[config.mk]
export PLATFORM = sky130hd
export DESIGN_NAME = srw_supervisor
export DESIGN_NICKNAME = d
export VERILOG_FILES = /design/src/hdl/srw_pkg.sv /design/src/hdl/srw_tick_if.sv /design/src/hdl/srw_supervisor.sv /design/src/hdl/srw_timebase.sv
export VERILOG_INCLUDE_DIRS = /design/src /design/src/hdl
export SDC_FILE = /design/constraint.sdc
export NUM_CORES = 1
export LEC_CHECK = 0
export ABC_AREA = 1
export BUFFER_PORTS_ARGS = -buffer_cell sky130_fd_sc_hd__buf_4
export CAP_MARGIN = 20
export CORE_ASPECT_RATIO = 1.5
export CORE_UTILIZATION = 30
export DETAILED_ROUTE_END_ITERATION = 16
export SYNTH_ARGS = -nofsm -noshare
export SYNTH_HDL_FRONTEND = slang
export SYNTH_SLANG_ARGS = --single-unit
export TNS_END_PERCENT = 30
[constraint.sdc]
create_clock -name clk -period 4.9 [get_ports clk]
set_input_delay 0.735 -clock clk [delete_from_list [all_inputs] [get_ports clk]]
set_output_delay 0.735 -clock clk [all_outputs]
set_load 0.03 [all_outputs]
[src/hdl/srw_params.svh]
// Timing constants for the supervisor reset watchdog
`ifndef SRW_PARAMS_SVH
`define SRW_PARAMS_SVH
`define SRW_CLK_MHZ 125
`define SRW_RST_SHORT_MS 50
`define SRW_RST_LONG_MS 200
`define SRW_WD_LONG_MS 1600
`define SRW_WD_SHORT_MS 100
`define SRW_PRESCALE 64
`define SRW_EXT_LONG_TICKS 64
`define SRW_EXT_SHORT_TICKS 16
`define SRW_EXT_RST_TICKS 16
`define SRW_MS_CYCLES (`SRW_CLK_MHZ * 1000)
`endif

[src/hdl/srw_pkg.sv]
// Types for the supervisor reset watchdog
package srw_pkg;
  typedef enum logic [1:0] {
    SRW_ST_RESET = 2'b00,
    SRW_ST_RUN = 2'b01,
    SRW_ST_BACKUP = 2'b10
  } srw_state_t;
endpackage

[src/hdl/srw_tick_if.sv]
// Timebase ticks passed from the timebase to the supervisor
interface srw_tick_if;
  logic ms_tick;
  logic ext_tick;
  modport src (output ms_tick, output ext_tick);
  modport dst (input ms_tick, input ext_tick);
endinterface

[src/hdl/srw_supervisor.sv]
// Supervisor: reset pulse generator, watchdog and chip-select gate
`include "srw_params.svh"
module srw_supervisor #(
  parameter bit LONG_VARIANT = 1'b0,
  parameter int MS_CYCLES = `SRW_MS_CYCLES,
  parameter int RST_MS_SHORT = `SRW_RST_SHORT_MS,
  parameter int RST_MS_LONG = `SRW_RST_LONG_MS,
  parameter int WD_MS_LONG = `SRW_WD_LONG_MS,
  parameter int WD_MS_SHORT = `SRW_WD_SHORT_MS,
  parameter int EXT_LONG = `SRW_EXT_LONG_TICKS,
  parameter int EXT_SHORT = `SRW_EXT_SHORT_TICKS,
  parameter int EXT_RST = `SRW_EXT_RST_TICKS
) (
  input wire logic clk,
  input wire logic rst,
  input wire logic supply_low,
  input wire logic backup_active,
  input wire logic watchdog_kick_in,
  input wire logic watchdog_kick_float,
  input wire logic chip_select_n_in,
  input wire logic timebase_select,
  input wire logic timebase_input,
  input wire logic power_warn_sense,
  output logic reset_n,
  output logic reset_hi,
  output logic low_line_n,
  output logic watchdog_expired_n,
  output logic chip_select_n_out,
  output logic power_warn_n,
  output srw_pkg::srw_state_t state
);
  import srw_pkg::*;

  // ****************
  // Timebase
  // ****************
  srw_tick_if tick ();
  srw_timebase #(.MS_CYCLES(MS_CYCLES)) u_tb (
    .clk(clk),
    .rst(rst),
    .ext_clk(timebase_input),
    .tick(tick)
  );

  logic use_ext;
  logic tb_tick;
  logic [31:0] rst_len, wd_len;
  logic [31:0] rst_cnt_reg, wd_cnt_reg;
  logic kick_s1_reg, kick_s2_reg, kick_d_reg, flt_s1_reg, flt_s2_reg;
  logic short_ok_reg;
  logic kick_edge, wd_off, timeout;
  srw_state_t state_reg, state_next;

  // Tick source follows the timebase select
  assign use_ext = !timebase_select;
  assign tb_tick = use_ext ? tick.ext_tick : tick.ms_tick;
  assign rst_len = use_ext ? 32'(EXT_RST)
    : (LONG_VARIANT ? 32'(RST_MS_LONG) : 32'(RST_MS_SHORT));
  // External clock level carries no period choice
  always_comb begin
    if (use_ext) begin
      wd_len = short_ok_reg ? 32'(EXT_SHORT) : 32'(EXT_LONG);
    end else begin
      wd_len = (short_ok_reg && !timebase_input) ? 32'(WD_MS_SHORT) : 32'(WD_MS_LONG);
    end
  end

  // ****************
  // Kick synchroniser
  // ****************
  always_ff @(posedge clk or posedge rst) begin
    if (rst) begin
      kick_s1_reg <= 1'b0;
      kick_s2_reg <= 1'b0;
      kick_d_reg <= 1'b0;
      flt_s1_reg <= 1'b1;
      flt_s2_reg <= 1'b1;
    end else begin
      kick_s1_reg <= watchdog_kick_in;
      kick_s2_reg <= kick_s1_reg;
      kick_d_reg <= kick_s2_reg;
      flt_s1_reg <= watchdog_kick_float;
      flt_s2_reg <= flt_s1_reg;
    end
  end
  // Kick edges count only while the pin is driven
  assign kick_edge = (kick_s2_reg != kick_d_reg) && !flt_s2_reg && !backup_active;
  assign wd_off = flt_s2_reg || supply_low || backup_active || state_reg != SRW_ST_RUN;
  assign timeout = !wd_off && tb_tick && (wd_cnt_reg + 32'h1 >= wd_len);

  // ****************
  // State machine
  // ****************
  always_comb begin
    state_next = state_reg;
    unique case (state_reg)
      SRW_ST_RESET: begin
        if (backup_active) begin
          state_next = SRW_ST_BACKUP;
        end else if (!supply_low && tb_tick && rst_cnt_reg + 32'h1 >= rst_len) begin
          state_next = SRW_ST_RUN;
        end
      end
      SRW_ST_RUN: begin
        if (backup_active) begin
          state_next = SRW_ST_BACKUP;
        end else if (supply_low || timeout) begin
          state_next = SRW_ST_RESET;
        end
      end
      SRW_ST_BACKUP: begin
        if (!backup_active) begin
          state_next = SRW_ST_RESET;
        end
      end
      // Illegal code falls back to the reset pulse
      default: begin
        state_next = SRW_ST_RESET;
      end
    endcase
  end

  always_ff @(posedge clk or posedge rst) begin
    if (rst) begin
      state_reg <= SRW_ST_RESET;
    end else begin
      state_reg <= state_next;
    end
  end

  // ****************
  // Counters
  // ****************
  // Reset pulse counter restarts while supply is low
  always_ff @(posedge clk or posedge rst) begin
    if (rst) begin
      rst_cnt_reg <= 32'h0;
    end else if (state_reg != SRW_ST_RESET || supply_low) begin
      rst_cnt_reg <= 32'h0;
    end else if (tb_tick) begin
      rst_cnt_reg <= rst_cnt_reg + 32'h1;
    end
  end

  // Watchdog counter, restarted by every kick edge
  always_ff @(posedge clk or posedge rst) begin
    if (rst) begin
      wd_cnt_reg <= 32'h0;
    end else if (wd_off || kick_edge || timeout) begin
      wd_cnt_reg <= 32'h0;
    end else if (tb_tick) begin
      wd_cnt_reg <= wd_cnt_reg + 32'h1;
    end
  end

  // Short period armed by first kick after reset
  always_ff @(posedge clk or posedge rst) begin
    if (rst) begin
      short_ok_reg <= 1'b0;
    end else if (state_reg != SRW_ST_RUN) begin
      short_ok_reg <= 1'b0;
    end else if (kick_edge) begin
      short_ok_reg <= 1'b1;
    end
  end

  // ****************
  // Outputs
  // ****************
  // Reset outputs and state follow the next state so they move together
  always_ff @(posedge clk or posedge rst) begin
    if (rst) begin
      reset_n <= 1'b0;
      reset_hi <= 1'b1;
      low_line_n <= 1'b0;
      power_warn_n <= 1'b0;
      chip_select_n_out <= 1'b1;
      state <= SRW_ST_RESET;
    end else begin
      reset_n <= (state_next == SRW_ST_RUN);
      reset_hi <= (state_next != SRW_ST_RUN);
      low_line_n <= !(supply_low || backup_active);
      power_warn_n <= power_warn_sense && !backup_active;
      chip_select_n_out <= (supply_low || backup_active) ? 1'b1 : chip_select_n_in;
      state <= state_next;
    end
  end

  // ****************
  // Watchdog expired flag
  // ****************
  // A timeout wins over a clear in the same cycle
  always_ff @(posedge clk or posedge rst) begin
    if (rst) begin
      watchdog_expired_n <= 1'b1;
    end else if (timeout) begin
      watchdog_expired_n <= 1'b0;
    end else if (kick_edge || supply_low || backup_active) begin
      watchdog_expired_n <= 1'b1;
    end
  end
endmodule

[src/hdl/srw_timebase.sv]
// Millisecond tick and external clock prescaler
`include "srw_params.svh"
module srw_timebase #(
  parameter int MS_CYCLES = `SRW_MS_CYCLES
) (
  input wire logic clk,
  input wire logic rst,
  input wire logic ext_clk,
  srw_tick_if.src tick
);
  logic [31:0] ms_cnt_reg;
  logic [5:0] pre_cnt_reg;
  logic ext_s1_reg, ext_s2_reg, ext_d_reg;

  // Internal oscillator tick
  always_ff @(posedge clk or posedge rst) begin
    if (rst) begin
      ms_cnt_reg <= 32'h0;
      tick.ms_tick <= 1'b0;
    end else if (ms_cnt_reg >= 32'(MS_CYCLES - 1)) begin
      ms_cnt_reg <= 32'h0;
      tick.ms_tick <= 1'b1;
    end else begin
      ms_cnt_reg <= ms_cnt_reg + 32'h1;
      tick.ms_tick <= 1'b0;
    end
  end

  // External clock synchroniser and divide by 64
  always_ff @(posedge clk or posedge rst) begin
    if (rst) begin
      ext_s1_reg <= 1'b0;
      ext_s2_reg <= 1'b0;
      ext_d_reg <= 1'b0;
      pre_cnt_reg <= 6'h0;
      tick.ext_tick <= 1'b0;
    end else begin
      ext_s1_reg <= ext_clk;
      ext_s2_reg <= ext_s1_reg;
      ext_d_reg <= ext_s2_reg;
      tick.ext_tick <= 1'b0;
      if (ext_s2_reg && !ext_d_reg) begin
        pre_cnt_reg <= pre_cnt_reg + 6'h1;
        if (pre_cnt_reg == 6'(`SRW_PRESCALE - 1)) begin
          tick.ext_tick <= 1'b1;
        end
      end
    end
  end
endmodule

After elaboration in Yosys (flattened, before gate mapping). Cells that the tools add are included.

Register bits: 121. Input port bits: 10. Output and inout port bits: 8. Logic and storage cells: 92.

$add $sub $neg: 4. Order comparisons: 3. Eq/ne operators: 7. Mux-type cells: 24. Reductions and logical operators: 32.

Operator list (count): 32-bit 2-to-1 mux (5); 32-bit by 1-bit adder with 32-bit output (second input constant) (3); 32-bit by 17-bit greater-or-equal comparator with 1-bit output (second input constant) (1); 32-bit greater-or-equal comparator (1); 32-bit by 6-bit greater-or-equal comparator with 1-bit output (1); 11-bit 2-to-1 mux (2); 1-bit logical OR (10); 2-bit 2-to-1 mux (5); 2-bit nonzero test (5); 1-bit logical AND (9); 1-bit 2-to-1 mux (9); 1-bit logical NOT (7); 7-bit 2-to-1 mux (1); 6-bit by 1-bit adder with 6-bit output (second input constant) (1); 6-bit equality test (second input constant) (1); 6-bit 2-to-1 mux (1); 2-bit case mux with 3 select lines (1); 2-bit by 1-bit equality test with 1-bit output (second input constant) (2); 2-bit by 1-bit inequality test with 1-bit output (second input constant) (2); 2-bit equality test (second input constant) (1); 2-bit logical NOT (1); 1-bit inequality test (1).

Depth between registers and ports, before layout.
Depth after elaboration: 11. Gate-level depth with buffers: 19. Mapped depth without buffers: 19.

Modules after synthesis. A second synthesis with hierarchy kept.

Cell total of the unflattened synthesis: 929. Area, all modules: 6832.8 um^2.

Modules (own cells, without submodules): srw_supervisor (instances 1, cells an instance 749, area an instance 5088.6 um^2, seq. area each 1958.1 um^2); srw_timebase (instances 1, cells an instance 180, area an instance 1744.2 um^2, seq. area each 1076.0 um^2).

Least setup slack after synthesis. Ideal clock, no wire load.

Path type: register to register. From: register wd_cnt_reg[0]. To: register wd_cnt_reg[0]. Setup time: 0.076 ns. Arrival time: 2.392 ns. Required time: 4.824 ns. Setup slack: 2.432 ns. Stages on the path, launching flop included: 15. Path buffers: 0. Clock period less this slack: 2.468 ns. Cell sequence: dfrtp_1 ha_1 nand3_1 nor2_1 xor2_1 ha_1 inv_1 o21bai_1 a21oi_1 nand3_1 nand2_1 a21oi_1 nor2_2 nand3_4 o21ai_2.

Longest elaborated chain between the ends: 5. Elaborated cells on any way between the ends: 7. Those cells by class: add/sub (1); order compare (1); mux (2); reduce/logical (3).

RTL lines: from (decl) (line srw_supervisor.sv:48) `logic [31:0] rst_cnt_reg, wd_cnt_reg;`; from (signal assigned) (line srw_supervisor.sv:152) `wd_cnt_reg <= wd_cnt_reg + 32'h1;`; 32-bit by 1-bit adder with 32-bit output * (line srw_supervisor.sv:89, srw_supervisor.sv:152); 32-bit greater-or-equal comparator (line srw_supervisor.sv:89) `assign timeout = !wd_off && tb_tick && (wd_cnt_reg + 32'h1 >= wd_len);`; 1-bit logical AND (line srw_supervisor.sv:89); 1-bit logical OR (line srw_supervisor.sv:149) `end else if (wd_off || kick_edge || timeout) begin`; 32-bit 2-to-1 mux / 2-bit nonzero test (equally long branches).

Mark *: on every way between the ends. The rest lies on a longest branch, timed or not. The select of a mux whose other input is x is not followed. A chain may end at the register's enable or synchronous reset.

Worst setup path in the final report.
From: register wd_cnt_reg[0]. To: register wd_cnt_reg[3].

The elaborated chain is that of the path after synthesis.

==> summary.md <==
| Metric | Value |
|---|---|
| Vias in the first global route | `6266` |
| Grt ovf | `0` |
| Top-area cell type share of the netlist area | `0.418` |
| Ranking of synthesized cells by area | `dfrtp_1 42%, nand2_1 16%, nor2_1 7.9%, inv_1 6.8%, nand3_1 5.7%` |
| Critical path class | `reg -> reg` |
| Layout cell share with drive strength beyond 1 | `0.0928` |
| Site Rows | `67` |
| Count of final hold-check violations | `0` |
| Setup Buffers After CTS | `0` |
| # port buffers | `17` |
| Sw Pwr | `560 uW` |
| # diodes | `0` |
| Highest metal used | `met4` |
| Setup WS post-layout | `1950 ps` |
| Via/cell ratio | `4.74` |
| Comb power frac | `0.046` |
| TritonRoute pass-1 iters | `5` |
| Flop pwr share | `0.454` |
| Slowest stage delay, CP | `500 ps` |
| Mapped Area | `6950 sq um` |
| R2R depth | `14` |
| Cell family with most CP delay | `simple AND/OR/NAND/NOR gates` |
| Status | `finished clean` |
| Worst-path cell chain | `ha_1, nand3_1, nor2_1, xor2_1, ha_1, inv_1, o21bai_1, a21oi_1, nand3_1, nand2_1, a21oi_1, nor2_2, nand3_4, o21ai_2` |
| EDFF count, synth | `0` |
| Synth area leader | `dfrtp_1` |
| Core Box Area | `22600 sq um` |
| Die height | `188 um` |
| Total leakage power | `3.66 nW` |
| P_int | `1.78 mW` |
| Starting Density | `0.308` |
| CTS tree | `yes` |
| Largest net degree at the start of global routing | `59` |
| Sequential Area | `3030 sq um` |
| Clock Sinks | `121` |
| Critical path endpoint | `wd_cnt_reg[3]` |
| H-tree lvl count | `4` |
| Yosys warns | `0` |
| Yosys reg bits | `121` |
| Slew headroom | `0.376` |
| Count of final max-slew check failures | `0` |
| Die Area | `23800 sq um` |
| Syn-to-layout area delta | `15.5%` |
| Initial DRC count | `332` |
| WL per Instance | `13.6 um` |
| Final core utilization | `0.356` |
| Post-CTS Resized | `0` |
| Sequential area share after synthesis | `0.437` |
| First-pass GRT wire length | `29.5 mm` |
| Mapped Cells | `967` |
| Minimum clock period after layout | `2950 ps` |
| Critical Path RT | `5250 ps` |
| Worst Path Max Fanout | `9` |
| Routed wl met3 | `497 um` |
| Critical path arrival | `3290 ps` |
| DR WL met2 | `9.45 mm` |
| Final GP Congestion | `0.953` |
| Die X | `126 um` |
| Final Skew | `7.77 ps` |
| P per Cell Area | `292 nW/um^2` |
| Cell area after layout | `8030 sq um` |
| Reg2reg start | `wd_cnt_reg[0]` |
| HPWL Detailed | `13.5 mm` |
| Clock transition at path regs | `60 ps` |
| Number of fill cells in the layout | `2374` |
| Ys async rst share | `1.00` |
| Wl on met1 | `6.98 mm` |
| Global router's overall resource usage | `0.159` |
| Critical path's slowest cell | `dfrtp_1` |
| HP Class | `reg -> reg` |
| Buf+Inv Stages, Crit Path | `1` |
| Setup violators final | `0` |
| Worst-skew pair later-pin latency | `420 ps` |
| Worst r2r dst | `wd_cnt_reg[3]` |
| Top_reg_cell synth | `dfrtp_1` |
| CTS buffer count | `17` |
| Setup crit start | `wd_cnt_reg[0]` |
| Post-Route WL | `17.7 mm` |
| CP endpoint kind | `register` |
| Total negative slack | `0 ps` |
| Area of the multi-input gates | `3460 sq um` |
| Syn avg cell area | `7.19 sq um` |
| Pin slew with the least headroom to its limit | `934 ps` |
| Pre-CTS setup slack | `1810 ps` |
| CP Depth | `14` |
| FF-to-FF setup slack | `1950 ps` |
| Initial antenna violation count | `0` |
| DP Area | `7470 sq um` |
| Clk pwr share | `0.501` |
| Period utilization | `0.601` |
| CTS Root Cell | `clkbuf_16` |
| DRC Markers | `0` |
| Startpoint Class | `register` |
| Sw Ratio | `0.239` |
| Ports | `18` |
| Number of library cell types mapped by synthesis | `40` |
| Most common cell after layout, fill and taps aside | `nand2_1` |
| Clk buf depth | `2` |
| Most frequent cells in the layout | `296 x nand2_1, 146 x nor2_1, 124 x inv_1, 116 x dfrtp_1, 79 x nand3_1` |
| CTS Hold Bufs | `0` |
| Max Fclk | `340 MHz` |
| Fin nets | `1033` |
| Routed Antenna Nets | `0` |
| Via count | `6163` |
| Max-cap violations | `0` |
| Max VDD drop | `0.197 mV` |
| RSZ-0062 raised after global routing | `no` |
| Worst hold margin | `352 ps` |
-- worst min-delay path by stage --
stage                    start  slack [ps]              end  cells after the start
2_1_floorplan      kick_s1_reg         330      kick_s2_reg                      0
3_3_place_gp        flt_s1_reg         350       flt_s2_reg                      0
3_5_place_dp   u_tb.ext_s1_reg         340  u_tb.ext_s2_reg                      0
4_1_cts        u_tb.ext_s1_reg         360  u_tb.ext_s2_reg                      0
5_1_grt        u_tb.ext_s1_reg         360  u_tb.ext_s2_reg                      0
6_report       u_tb.ext_s1_reg         350  u_tb.ext_s2_reg                      0
-- layout make-up --
cell class | count | area share
Multi-Input combinational cell | 724 | 0.431
Clock inverter | 12 | 0.0129
Clock buffer | 20 | 0.0557
Timing Repair Buffer | 21 | 0.0196
Tap cell | 276 | 0.0430
Inverter | 126 | 0.0592
Sequential cell | 121 | 0.378
-- cells by family (layout without fill, tap and decap cells) --
kind of cell    count (synthesis)  after routing  share of synthesized area
simple gates                  601            601                      0.375
xor+xnor                       25             25                     0.0326
fa+ha+maj                      12             12                     0.0216
buf+inv                       136            179                     0.0734
compound gates                 70             70                     0.0587
mux                             1              1                    0.00144
flops                         121            121                      0.437
other cells                     1             15                   0.000540
-- power by group through the flow --
stage	clock network [mW]	logic [mW]	registers, mW
after detailed placement	0	0.109	1.08
after floorplan	0	0.0712	1.08
after CTS	1.19	0.110	1.06
final	1.17	0.106	1.06
after global placement	0	0.106	1.08
after global routing	1.23	0.124	1.07
-- synthesized netlist by cell type (2+ instances only) --
master,n
a211oi_1,2
a21oi_1,11
and2_1,3
clkbuf_1,10
dfrtp_1,116
dfstp_2,5
ha_1,12
inv_1,125
nand2_1,296
nand2_2,5
nand2_4,2
nand3_1,79
nand3b_1,3
nand4_1,14
nor2_1,146
nor2_2,9
nor2_4,4
nor2_8,2
nor3_1,26
nor3_2,2
nor3b_1,3
nor4_1,2
o21ai_0,34
o21ai_1,2
o21ai_2,9
o22ai_1,8
or2_2,2
xnor2_1,6
xor2_1,18
-- metal layers --
layer	vias to the layer above	global-route usage
li1	3133	-
met4	0	0.0894
met3	50	0.0290
met5	-	0
met1	2859	0.167
met2	121	0.297
-- through the flow --
step                instances  power [mW]
floorplan                 981        1.15
global placement         1268        1.19
detailed placement       1268        1.19
CTS                      1300        2.36
global route             1300        2.42
finish                   1300        2.34
Power figures use the tool's default switching activity.
